### config.mk
export PLATFORM = sky130hd
export DESIGN_NAME = tpli_top
export DESIGN_NICKNAME = d
export VERILOG_FILES = /design/src/pkg/tpli_pkg.sv /design/src/hdl/tpli_top.sv
export VERILOG_INCLUDE_DIRS = /design/src /design/src/pkg
export SDC_FILE = /design/constraint.sdc
export NUM_CORES = 1
export LEC_CHECK = 0
export BUFFER_PORTS_ARGS = -buffer_cell sky130_fd_sc_hd__buf_4
export CORE_ASPECT_RATIO = 0.75
export CORE_MARGIN = 5
export CORE_UTILIZATION = 35
export CTS_CLUSTER_SIZE = 28
export DETAILED_ROUTE_END_ITERATION = 8
export HOLD_SLACK_MARGIN = 0.02
export PLACE_DENSITY = 0.6
export SLEW_MARGIN = 5
export SYNTH_ARGS = -nofsm -noshare
export SYNTH_HDL_FRONTEND = slang
export SYNTH_SLANG_ARGS = --single-unit
### constraint.sdc
create_clock -name CLK_I -period 2.8 [get_ports CLK_I]
set_input_delay 0.28 -clock CLK_I [delete_from_list [all_inputs] [get_ports CLK_I]]
set_output_delay 0.28 -clock CLK_I [all_outputs]
set_load 0.05 [all_outputs]
### src/pkg/tpli_defines.svh
// Register offsets, bit positions and timing figures of the link integrity block
`ifndef TPLI_DEFINES_SVH
`define TPLI_DEFINES_SVH

`define TPLI_ADDR_W 8
`define TPLI_OFF_LINE_CTL 8'h00
`define TPLI_OFF_LINE_ST 8'h04
`define TPLI_OFF_SELF_CTL 8'h08
`define TPLI_OFF_TEST_CTL 8'h0C
`define TPLI_OFF_TX_EVENT 8'h10

`define TPLI_BIT_AUI_SEL 8
`define TPLI_BIT_AUTO_PORT 9
`define TPLI_BIT_POL_INHIBIT 12
`define TPLI_BIT_LOW_SQUELCH 14
`define TPLI_BIT_LINK_GOOD 7
`define TPLI_BIT_POL_CORRECT 12
`define TPLI_BIT_CARRIER 14
`define TPLI_BIT_PORT_AUI 15
`define TPLI_BIT_LED_CTL 13
`define TPLI_BIT_LT_DISABLE 7
`define TPLI_BIT_FDX 14
`define TPLI_BIT_CARRIER_LOSS 6

`define TPLI_RST_CTL 16'h0000

`define TPLI_CLK_KHZ 125000
`define TPLI_LP_PERIOD_MS 16
`define TPLI_LOSS_MS 100
`define TPLI_GAP_MIN_MS 5
`define TPLI_GAP_MAX_MS 100
`define TPLI_LP_WIDTH_NS 100
`define TPLI_LP_WIDTH_CYC ((`TPLI_LP_WIDTH_NS * 125) / 1000)
`define TPLI_NEG_FRAMES 3'd4

`endif

### src/pkg/tpli_pkg.sv
// Types shared by the link integrity block
package tpli_pkg;
  typedef enum logic [1:0] {
    LINK_GOOD,
    LINK_FAIL,
    LINK_WAIT2
  } tpli_link_t;

  // Receive indications from the twisted-pair and attachment-unit front ends
  typedef struct packed {
    logic pulse_pos;
    logic pulse_neg;
    logic tp_active;
    logic eof_pos;
    logic eof_neg;
    logic aui_crs;
    logic aui_col;
  } tpli_rx_t;
endpackage

### src/hdl/tpli_top.sv
// Link integrity, polarity, port select and collision logic with AHB-Lite registers
//
// How it works
// - Idle line: one-bit-wide link pulse every 16 ms
// - Pulse timer restarts at each transmit end-of-frame
// - No received pulses: transmitter held off unless disabled
// - Link-loss timer restarts on packet or pulse
// - Loss blocks packets, link pulses keep going unless auto mode switches to AUI
// - Packet or two well-spaced pulses restore link
// - Link good flag shows link state
// - Indicator pin low good, high bad, when enabled
// - Link test disable ignores link state everywhere except auto port selection
// - Polarity correct flag clear when pair reversed
// - Inhibit bit stops automatic polarity correction
// - Reversal needs inverted pulse plus four negative frames
// - Half duplex: simultaneous rx and tx is collision
// - Carrier absent or lost during AUI transmit flagged
// - AUI collision input drives MAC collision
// - Low squelch bit lowers receive threshold
// - AUI select bit routes to attachment-unit port
// - Auto mode prefers twisted pair while active
//
// Local design decisions: the address map and the AHB-Lite interface to the registers.
`timescale 1ns/1ps
`include "tpli_defines.svh"

module tpli_top
  import tpli_pkg::*;
#(
  parameter int unsigned LP_PERIOD_CYC = `TPLI_LP_PERIOD_MS * `TPLI_CLK_KHZ,
  parameter int unsigned LOSS_CYC = `TPLI_LOSS_MS * `TPLI_CLK_KHZ,
  parameter int unsigned GAP_MIN_CYC = `TPLI_GAP_MIN_MS * `TPLI_CLK_KHZ,
  parameter int unsigned GAP_MAX_CYC = `TPLI_GAP_MAX_MS * `TPLI_CLK_KHZ
) (
  // Clock and reset
  input wire logic CLK_I,
  input wire logic RST_I,
  // AHB-Lite slave
  input wire logic HSEL_I,
  input wire logic [31:0] HADDR_I,
  input wire logic [1:0] HTRANS_I,
  input wire logic HWRITE_I,
  input wire logic [2:0] HSIZE_I,
  input wire logic [31:0] HWDATA_I,
  input wire logic HREADY_I,
  output logic [31:0] HRDATA_O,
  output logic HREADYOUT_O,
  output logic HRESP_O,
  // MAC side, same clock
  input wire logic MAC_TX_EN_I,
  input wire logic MAC_TX_EOF_I,
  output logic MAC_COL_O,
  output logic MAC_RX_EN_O,
  // Line front ends, asynchronous
  input wire tpli_rx_t LINE_RX_I,
  output logic TP_TX_EN_O,
  output logic TP_LINK_PULSE_O,
  output logic AUI_TX_EN_O,
  output logic PORT_AUI_O,
  output logic POL_INVERT_O,
  output logic LOW_SQUELCH_O,
  output logic LINK_LED_O
);

  localparam int unsigned LPW_CYC = `TPLI_LP_WIDTH_CYC;

  // Two-stage synchroniser; stage one is read by stage two only
  tpli_rx_t rx_meta_r, rx_r, rx_d_r;
  always_ff @(posedge CLK_I) begin
    if (RST_I) begin
      rx_meta_r <= '0;
      rx_r <= '0;
      rx_d_r <= '0;
    end else begin
      rx_meta_r <= LINE_RX_I;
      rx_r <= rx_meta_r;
      rx_d_r <= rx_r;
    end
  end

  logic pos_pulse, neg_pulse, any_pulse, pkt_start, eof_pos, eof_neg;
  assign pos_pulse = rx_r.pulse_pos & ~rx_d_r.pulse_pos;
  assign neg_pulse = rx_r.pulse_neg & ~rx_d_r.pulse_neg;
  assign any_pulse = pos_pulse | neg_pulse;
  assign pkt_start = rx_r.tp_active & ~rx_d_r.tp_active;
  assign eof_pos = rx_r.eof_pos & ~rx_d_r.eof_pos;
  assign eof_neg = rx_r.eof_neg & ~rx_d_r.eof_neg;

  // Control registers
  logic [15:0] line_ctl_r, self_ctl_r, test_ctl_r;
  logic carrier_loss_r;
  logic aui_sel, auto_port, pol_inhibit, led_output_control, link_test_disable, full_duplex_select;
  assign aui_sel = line_ctl_r[`TPLI_BIT_AUI_SEL];
  assign auto_port = line_ctl_r[`TPLI_BIT_AUTO_PORT];
  assign pol_inhibit = line_ctl_r[`TPLI_BIT_POL_INHIBIT];
  assign led_output_control = self_ctl_r[`TPLI_BIT_LED_CTL];
  assign link_test_disable = test_ctl_r[`TPLI_BIT_LT_DISABLE];
  assign full_duplex_select = test_ctl_r[`TPLI_BIT_FDX];

  // Link integrity state
  tpli_link_t link_r;
  logic [23:0] loss_cnt_r;
  logic [23:0] gap_cnt_r;
  logic link_good;
  assign link_good = (link_r == LINK_GOOD);

  always_ff @(posedge CLK_I) begin
    if (RST_I) begin
      link_r <= LINK_FAIL;
      loss_cnt_r <= '0;
      gap_cnt_r <= '0;
    end else begin
      case (link_r)
        LINK_GOOD: begin
          if (any_pulse || pkt_start) begin
            loss_cnt_r <= '0;
          end else if (loss_cnt_r == 24'(LOSS_CYC - 1)) begin
            link_r <= LINK_FAIL;
          end else begin
            loss_cnt_r <= loss_cnt_r + 24'h000001;
          end
        end
        LINK_FAIL: begin
          loss_cnt_r <= '0;
          gap_cnt_r <= '0;
          if (pkt_start) begin
            link_r <= LINK_GOOD;
          end else if (any_pulse) begin
            link_r <= LINK_WAIT2;
          end
        end
        LINK_WAIT2: begin
          if (pkt_start) begin
            link_r <= LINK_GOOD;
          end else if (any_pulse) begin
            gap_cnt_r <= '0;
            if (gap_cnt_r >= 24'(GAP_MIN_CYC)) begin
              link_r <= LINK_GOOD;
            end
          end else if (gap_cnt_r == 24'(GAP_MAX_CYC - 1)) begin
            link_r <= LINK_FAIL;
          end else begin
            gap_cnt_r <= gap_cnt_r + 24'h000001;
          end
        end
        default: link_r <= LINK_FAIL;
      endcase
    end
  end

  // Port selection
  logic port_aui;
  assign port_aui = aui_sel | (auto_port & ~link_good);

  // Link pulse generator; period counter runs regardless of link state, pulses only while the twisted-pair port is selected
  logic [20:0] lp_cnt_r;
  logic [3:0] lpw_cnt_r;
  logic lp_out_r;
  always_ff @(posedge CLK_I) begin
    if (RST_I) begin
      lp_cnt_r <= '0;
      lpw_cnt_r <= '0;
      lp_out_r <= 1'b0;
    end else if (MAC_TX_EOF_I || TP_TX_EN_O) begin
      lp_cnt_r <= '0;
      lp_out_r <= 1'b0;
    end else if (lp_cnt_r == 21'(LP_PERIOD_CYC - 1)) begin
      lp_cnt_r <= '0;
      lpw_cnt_r <= '0;
      lp_out_r <= ~port_aui;
    end else begin
      // Period counter runs under the pulse so rises stay one period apart
      lp_cnt_r <= lp_cnt_r + 21'h000001;
      if (lp_out_r && lpw_cnt_r == 4'(LPW_CYC - 1)) begin
        lp_out_r <= 1'b0;
      end else if (lp_out_r) begin
        lpw_cnt_r <= lpw_cnt_r + 4'h1;
      end
    end
  end

  // Polarity detection
  logic inv_seen_r, reversed_r;
  logic [2:0] neg_frames_r;
  always_ff @(posedge CLK_I) begin
    if (RST_I) begin
      inv_seen_r <= 1'b0;
      reversed_r <= 1'b0;
      neg_frames_r <= '0;
    end else begin
      if (neg_pulse) begin
        inv_seen_r <= 1'b1;
      end else if (pos_pulse) begin
        inv_seen_r <= 1'b0;
      end
      if (eof_pos) begin
        neg_frames_r <= '0;
        reversed_r <= 1'b0;
      end else begin
        if (eof_neg && neg_frames_r != `TPLI_NEG_FRAMES) begin
          neg_frames_r <= neg_frames_r + 3'h1;
        end
        if (inv_seen_r && neg_frames_r == `TPLI_NEG_FRAMES) begin
          reversed_r <= 1'b1;
        end
      end
    end
  end

  // Carrier loss on the attachment-unit port; set beats a clear
  logic crs_seen_r, tx_d_r, evt_clr;
  always_ff @(posedge CLK_I) begin
    if (RST_I) begin
      crs_seen_r <= 1'b0;
      tx_d_r <= 1'b0;
      carrier_loss_r <= 1'b0;
    end else begin
      tx_d_r <= MAC_TX_EN_I;
      if (MAC_TX_EN_I && !tx_d_r) begin
        crs_seen_r <= 1'b0;
      end else if (MAC_TX_EN_I && rx_r.aui_crs) begin
        crs_seen_r <= 1'b1;
      end
      if (port_aui && MAC_TX_EN_I && crs_seen_r && !rx_r.aui_crs) begin
        carrier_loss_r <= 1'b1;
      end else if (port_aui && !MAC_TX_EN_I && tx_d_r && !crs_seen_r) begin
        carrier_loss_r <= 1'b1;
      end else if (evt_clr) begin
        carrier_loss_r <= 1'b0;
      end
    end
  end

  // Line outputs
  logic tx_allowed;
  assign tx_allowed = link_good | link_test_disable;
  // The packet that revives a bad link is dropped to its end
  logic drop_pkt_r;
  always_ff @(posedge CLK_I) begin
    if (RST_I) begin
      drop_pkt_r <= 1'b0;
    end else if (pkt_start && !tx_allowed) begin
      drop_pkt_r <= 1'b1;
    end else if (!rx_r.tp_active) begin
      drop_pkt_r <= 1'b0;
    end
  end
  assign TP_TX_EN_O = MAC_TX_EN_I & ~port_aui & tx_allowed;
  assign AUI_TX_EN_O = MAC_TX_EN_I & port_aui;
  assign TP_LINK_PULSE_O = lp_out_r;
  assign PORT_AUI_O = port_aui;
  assign POL_INVERT_O = reversed_r & ~pol_inhibit;
  assign LOW_SQUELCH_O = line_ctl_r[`TPLI_BIT_LOW_SQUELCH];
  // Frames before a good link or an uncorrected reversal are dropped
  assign MAC_RX_EN_O = port_aui ? rx_r.aui_crs :
                       (rx_r.tp_active & tx_allowed & ~drop_pkt_r &
                        ~(reversed_r & pol_inhibit));
  assign MAC_COL_O = port_aui ? rx_r.aui_col :
                     (~full_duplex_select & rx_r.tp_active & TP_TX_EN_O);

  always_ff @(posedge CLK_I) begin
    if (RST_I) begin
      LINK_LED_O <= 1'b1;
    end else begin
      LINK_LED_O <= led_output_control | ~tx_allowed;
    end
  end

  // AHB-Lite slave, zero wait states, read data loaded at the address phase
  logic ph_wr_r;
  logic [`TPLI_ADDR_W-1:0] ph_addr_r;
  logic addr_ok, take;
  logic [31:0] rd_mux;
  assign take = HSEL_I & HTRANS_I[1] & HREADY_I;
  assign addr_ok = (HADDR_I[31:`TPLI_ADDR_W] == '0);
  assign evt_clr = ph_wr_r && ph_addr_r == `TPLI_OFF_TX_EVENT &&
                   HWDATA_I[`TPLI_BIT_CARRIER_LOSS];

  always_comb begin
    rd_mux = 32'h00000000;
    if (addr_ok) begin
      case (HADDR_I[`TPLI_ADDR_W-1:0])
        `TPLI_OFF_LINE_CTL: rd_mux = {16'h0000, line_ctl_r};
        `TPLI_OFF_SELF_CTL: rd_mux = {16'h0000, self_ctl_r};
        `TPLI_OFF_TEST_CTL: rd_mux = {16'h0000, test_ctl_r};
        `TPLI_OFF_LINE_ST: begin
          rd_mux[`TPLI_BIT_LINK_GOOD] = tx_allowed;
          rd_mux[`TPLI_BIT_POL_CORRECT] = ~reversed_r;
          rd_mux[`TPLI_BIT_CARRIER] = port_aui ? rx_r.aui_crs : rx_r.tp_active;
          rd_mux[`TPLI_BIT_PORT_AUI] = port_aui;
        end
        `TPLI_OFF_TX_EVENT: rd_mux[`TPLI_BIT_CARRIER_LOSS] = carrier_loss_r;
        default: rd_mux = 32'h00000000;
      endcase
    end
  end

  always_ff @(posedge CLK_I) begin
    if (RST_I) begin
      ph_wr_r <= 1'b0;
      ph_addr_r <= '0;
      HRDATA_O <= 32'h00000000;
    end else begin
      ph_wr_r <= take & HWRITE_I & addr_ok;
      if (take) begin
        ph_addr_r <= HADDR_I[`TPLI_ADDR_W-1:0];
        if (!HWRITE_I) begin
          HRDATA_O <= rd_mux;
        end
      end
    end
  end

  always_ff @(posedge CLK_I) begin
    if (RST_I) begin
      line_ctl_r <= `TPLI_RST_CTL;
      self_ctl_r <= `TPLI_RST_CTL;
      test_ctl_r <= `TPLI_RST_CTL;
    end else if (ph_wr_r) begin
      case (ph_addr_r)
        `TPLI_OFF_LINE_CTL: line_ctl_r <= HWDATA_I[15:0];
        `TPLI_OFF_SELF_CTL: self_ctl_r <= HWDATA_I[15:0];
        `TPLI_OFF_TEST_CTL: test_ctl_r <= HWDATA_I[15:0];
        default: ;
      endcase
    end
  end

  assign HREADYOUT_O = 1'b1;
  assign HRESP_O = 1'b0;

  // Checks
  a_pulse_width: assert property (@(posedge CLK_I)
    disable iff (RST_I || MAC_TX_EOF_I || TP_TX_EN_O)
    $rose(lp_out_r) |-> lp_out_r [*8] ##1 lp_out_r [*4] ##1 !lp_out_r)
    else $error("link pulse width wrong");
  a_eof_restart: assert property (@(posedge CLK_I) disable iff (RST_I)
    MAC_TX_EOF_I |=> lp_cnt_r == '0 && !lp_out_r)
    else $error("pulse timer not restarted at end of frame");
  a_tx_gated: assert property (@(posedge CLK_I) disable iff (RST_I)
    (!link_good && !link_test_disable) |-> !TP_TX_EN_O)
    else $error("transmit enabled with bad link");
  a_loss_restart: assert property (@(posedge CLK_I) disable iff (RST_I)
    (link_good && pkt_start) |=> loss_cnt_r == '0 && link_good)
    else $error("link-loss timer not restarted");
  a_loss_expire: assert property (@(posedge CLK_I) disable iff (RST_I)
    (link_good && !any_pulse && !pkt_start && loss_cnt_r == 24'(LOSS_CYC - 1))
    |=> link_r == LINK_FAIL)
    else $error("link-loss timer did not expire");
  a_pkt_restore: assert property (@(posedge CLK_I) disable iff (RST_I)
    (link_r == LINK_FAIL && pkt_start && !link_test_disable && !port_aui)
    |=> link_good && !MAC_RX_EN_O && !$past(MAC_RX_EN_O))
    else $error("packet did not restore link or was passed");
  a_led_follow: assert property (@(posedge CLK_I) disable iff (RST_I)
    !led_output_control && $changed(tx_allowed) |=> LINK_LED_O == !$past(tx_allowed))
    else $error("link indicator wrong");
  a_pol_reverse: assert property (@(posedge CLK_I) disable iff (RST_I)
    $rose(reversed_r) |-> $past(inv_seen_r) && $past(neg_frames_r) == `TPLI_NEG_FRAMES)
    else $error("reversal declared too early");
  a_half_col: assert property (@(posedge CLK_I) disable iff (RST_I)
    (!port_aui && !full_duplex_select && TP_TX_EN_O && rx_r.tp_active) |-> MAC_COL_O)
    else $error("collision not signalled");
  a_crs_loss: assert property (@(posedge CLK_I) disable iff (RST_I)
    (port_aui && $fell(MAC_TX_EN_I) && !crs_seen_r) |=> carrier_loss_r)
    else $error("carrier loss not flagged");

endmodule

== Yosys cells after proc, flatten, opt, wreduce, memory -nomap -nowiden ==
Index checks and enable logic that the tools add are counted.
Word-level totals
  register bits: 194
  latch bits: 0
  bits in writable memories: 0
  bits in read-only memories: 0
  bits of input ports: 83
  output and inout port bits: 43
  memories kept: 0
Cells by class
  add/sub/neg operators: 5
  multipliers: 0
  div/mod/pow operators: 0
  order comparisons: 1
  equality and inequality tests: 25
  shifts and indexed selects: 0
  mux-type cells: 39
  bitwise gates (word level): 39
  reduce and logical (&&, ||, !) cells: 43
Operators with widths (count)
  2-to-1 mux 24 bit: 5
  one-hot mux 24 bit (2 select lines): 2
  adder 24 x 1 -> 24 bit (second input constant): 2
  equality test 24 bit (second input constant): 2
  equality test 8 x 4 -> 1 bit (second input constant): 4
  >= comparator 24 x 20 -> 1 bit (second input constant): 1
  logical NOT 24 bit: 1
  adder 21 x 1 -> 21 bit (second input constant): 1
  equality test 21 bit (second input constant): 1
  AND 1 bit: 20
  one-hot mux 6 bit (3 select lines): 1
  equality test 8 x 5 -> 1 bit (second input constant): 2
  logical NOT 8 bit: 2
  2-to-1 mux 16 bit: 1
  2-to-1 mux 2 bit: 8
  inverter 1 bit: 15
  logical AND 1 bit: 14
  2-to-1 mux 1 bit: 12
  2-to-1 mux 4 bit: 3
  inequality test 3 bit (second input constant): 4
  one-hot mux 1 bit (4 select lines): 3
  one-hot mux 4 bit (3 select lines): 1
  AND reduction 2 bit: 5
  nonzero test 2 bit: 5
  other kinds (22): 37

== Longest topological paths before layout ==
  depth in word-level cells: 10
  mapped depth: 10
  depth with buffers taken out: 8

== Least setup slack after synthesis ==
No wires, ideal clock.
  path type: flip-flop to flip-flop
  from: register link_r[0]
  to: register lp_cnt_r[12]
  library setup time: 0.117 ns
  arrival: 2.282 ns
  data required time: 2.683 ns
  path slack: 0.401 ns
  cell stages (with the launch flop): 10
  period minus slack after synthesis: 2.399 ns
  cell sequence: dfxtp_1 -> inv_1 -> ha_1 -> inv_2 -> a21oi_1 -> or2_2 -> clkbuf_1 -> or3_1 -> buf_2 -> nor2_1
Between the ends
  cells in the longest elaborated chain, start to end: 9
  elaborated cells between the ends (all ways): 10
RTL lines
  from (decl): RTL line tpli_top.sv:101  | tpli_link_t link_r;
  from (signal assigned): RTL line tpli_top.sv:109  | link_r <= LINK_FAIL;
  from (signal assigned): RTL line tpli_top.sv:118  | link_r <= LINK_FAIL;
  from (signal assigned): RTL line tpli_top.sv:127  | link_r <= LINK_GOOD;
  logical NOT 2 bit (*): RTL line tpli_top.sv:105  | assign link_good = (link_r == LINK_GOOD);
  inverter 1 bit: RTL line tpli_top.sv:153  | assign port_aui = aui_sel | (auto_port & ~link_good);
  AND 1 bit: RTL line tpli_top.sv:153
  OR 1 bit: RTL line tpli_top.sv:153
  inverter 1 bit: RTL line tpli_top.sv:248  | assign TP_TX_EN_O = MAC_TX_EN_I & ~port_aui & tx_allowed;
  AND 1 bit: RTL line tpli_top.sv:248
  AND 1 bit (*): RTL line tpli_top.sv:248
  net TP_TX_EN_O: RTL line tpli_top.sv:56  | output logic TP_TX_EN_O,
  logical OR 1 bit (*): RTL line tpli_top.sv:164  | end else if (MAC_TX_EOF_I || TP_TX_EN_O) begin
  OR reduction 3 bit (no line) (*)
  to (signal assigned): RTL line tpli_top.sv:173  | lp_cnt_r <= lp_cnt_r + 21'h000001;
  to (decl): RTL line tpli_top.sv:156  | logic [20:0] lp_cnt_r;
The timed path passes the listed nets; every way through them passes the cells marked *.
A chain may end at the register's enable or synchronous reset.

== Final worst setup path ==
  from: register link_r[1]
  to: output port MAC_COL_O
Between the ends
  cells in the longest elaborated chain, start to end: 9
  elaborated cells between the ends (all ways): 10
RTL lines
  logical NOT 2 bit (*): RTL line tpli_top.sv:105
  inverter 1 bit: RTL line tpli_top.sv:153
  AND 1 bit: RTL line tpli_top.sv:153
  OR 1 bit: RTL line tpli_top.sv:153
  inverter 1 bit: RTL line tpli_top.sv:248
  AND 1 bit (2 in series): RTL line tpli_top.sv:248
  AND 1 bit: RTL line tpli_top.sv:259  | (~full_duplex_select & rx_r.tp_active & TP_TX_EN_O);
  2-to-1 mux 1 bit (*): RTL line tpli_top.sv:258  | assign MAC_COL_O = port_aui ? rx_r.aui_col :
  to (decl): RTL line tpli_top.sv:52  | output logic MAC_COL_O,
Every way passes the cells marked *; elsewhere a longest branch is shown, timed or not.

==> run metrics <==
Via Count 6354; Remaining DRCs 0; r2r setup slk 610 ps; first-pass GRT wire length 29770 microns; maximum VDD drop 359.6 uV; initial antenna violation count 0; CTS H-tree lvls 4; Tmin final 2482 ps; row count 47; fin nets 1067; status finished clean; Inserted Diodes 0; crit path launch link_r[1]; drt first pass iters 5; Mean Syn Cell Area 8.902 sq um; gr usage total 0.1391; WP data required 2520 ps; worst r2r path cells 7; CP Capture Type output pin; core footprint 22290 sq um; Post-CTS Resized 0; most frequent cells in the layout 178 x dfxtp_1, 149 x nor2_1, 100 x buf_4; Final Max Tran Viols 0; Routed wire per std cell 14.29 microns; DR iter-0 viols 375; Max-Cap Viols 0; worst slew pin tran 630.6 ps; Top FF cell, synth dfxtp_1; largest net degree at the start of global routing 62; cell taking the most area after synthesis dfxtp_1; Max Freq 402.9 MHz; number of I/O port buffers 87; total power per unit cell area 607.9 nW/um^2; area of the mapped netlist 8003 sq um; hold crit path type in -> reg; DP Area 8860 sq um; Area Growth Syn to Fin 17.96%; Clock Latency Late Sink 430 ps; initial core utilization 0.3591; GR Overflow Total 0; Yosys warnings 0; placer congestion estimate 0.8016; Lkg Pwr 0.003497 uW; commonest non-fill, non-tap cell in the layout dfxtp_1; layout cells sized above 1 0.1530; reg2reg end gap_cnt_r[16]; Cell variety after synth 64; die footprint 26020 sq um; vias per std cell 4.960; Crit Path Class reg -> out; RSZ-0062 raised after global routing false; CTS buffer count 17; final worst-path cycle share 0.8865; ranking of synthesized cells by area dfxtp_1 45%, mux2i_1 8.0%, nor2_1 7.0%, xor2_1 3.9%, nand2_1 3.3%; clock sink total 178; Synth top area share 0.4453; # Post-CTS Setup Buffers 0; drt total wl 18310 microns; TritonCTS clock tree done; # setup viols final 0; post-synthesis async set-or-reset flop share 0; fraction of the yosys area taken by sequential cells 0.4453; Final Hold Viols 0; CP startpoint kind flop; Arr. time, crit path 2200 ps; post-route clock skew 11.26 ps; RR Startpoint gap_cnt_r[0]; dpl hpwl 12600 microns; Post-CTS Hold Buffers 0; ANT nets after route 0; Die Ht 141.0 microns; EDFF count, synth 0; clk root buf clkbuf_16; post-route cell area 9440 sq um; Synth Instances 899; vias in the first global route 5874; worst-path fanout max 8; post-route setup TNS 0 ps; Reg clk slew, reported paths 70 ps; clock buffer depth 2; critical path endpoint MAC_COL_O; Die Width 184.6 microns; I/O pins 126; Slew HR 0.5796; flops & latches, synth 178
## worst max-delay path: stages, from the launching register on
cell	delay, ps
dfxtp_1	320
inv_1	90
ha_1	310
inv_2	90
a21o_1	220
buf_4	180
nor2_1	170
a32o_1	180
buf_4	200
## worst min path at each step
stage / start / endpoint / cells past startpoint
after floorplan: rx_r[3] / rx_d_r[3] / 2
after global placement: rx_r[3] / rx_d_r[3] / 2
after detailed placement: rx_r[3] / rx_d_r[3] / 2
after CTS: LINE_RX_I[1] / rx_meta_r[1] / 2
after global routing: LINE_RX_I[1] / rx_meta_r[1] / 2
final: LINE_RX_I[1] / rx_meta_r[1] / 2
## sequential cells by signal (all words and copies together), names as in the netlist, 2 cells and up
register	cells
self_ctl_r	16
link_r	2
HRDATA_O	16
test_ctl_r	16
lp_cnt_r	21
line_ctl_r	16
loss_cnt_r	24
ph_addr_r	8
rx_d_r	5
neg_frames_r	3
lpw_cnt_r	4
rx_meta_r	7
gap_cnt_r	24
rx_r	7
## through the flow
stage	hold slack (ps)	power [uW]	worst slack, ps	instances	util
final	64.86	5738	317.9	1281	0.4236
after floorplan	404.6	3207	400.9	915	-
after global placement	418.7	3439	656.0	1249	0.3975
after detailed placement	422.5	3442	673.5	1249	0.3975
after global routing	49.84	5997	205.0	1281	0.4236
after CTS	44.59	5795	310.9	1281	0.4236
## metal layers
metal	track usage	vias up	wire length, microns
met2	0.2032	130	7723
li1	-	3239	-
met5	0	-	0
met4	0.04706	0	225
met1	0.2047	2969	9496
met3	0.02704	16	860
## cells in the mapped netlist (7+ instances only)
library cell and count:
nor2b_1 25, and3_1 16, inv_1 15, nand4_1 23, clkbuf_1 24, xor2_1 36, nor2_1 149, nor4_1 14
a22oi_1 16, nand2b_1 7, ha_1 10, o21ai_0 38, nor3_1 19, nand3_1 25, xnor2_1 17, a21oi_1 29
mux2i_1 64, and4_1 12, nand2_1 71, buf_4 20, buf_2 9, dfxtp_1 178
## cells by family (layout without fill, tap and decap cells)
kind of cell | after synthesis | in the layout | share of synthesized area
mux | 69 | 69 | 0.09224
xor+xnor | 53 | 53 | 0.05800
buf+inv | 76 | 148 | 0.05034
other cells | 2 | 18 | 0.0009384
fa+ha+maj | 10 | 10 | 0.01563
simple gates | 402 | 402 | 0.2548
compound gates | 109 | 109 | 0.08271
flops | 178 | 178 | 0.4453
## power by group
group,internal (uW),switching (uW)
clock network,1210,1140
registers,2580,33.4
logic,266,510
total,4050,1680
## final cells by class
type                            instances  area (sq um)
Fill cell                            2182         12850
Multi-Input combinational cell        661          4118
Sequential cell                       178          3563
Timing Repair Buffer                  100         750.7
Clock buffer                           18         439.2
Tap cell                              294         367.9
Clock inverter                         14         141.4
Inverter                               16         60.06
Note: power is estimated with default switching activity, not from simulation.
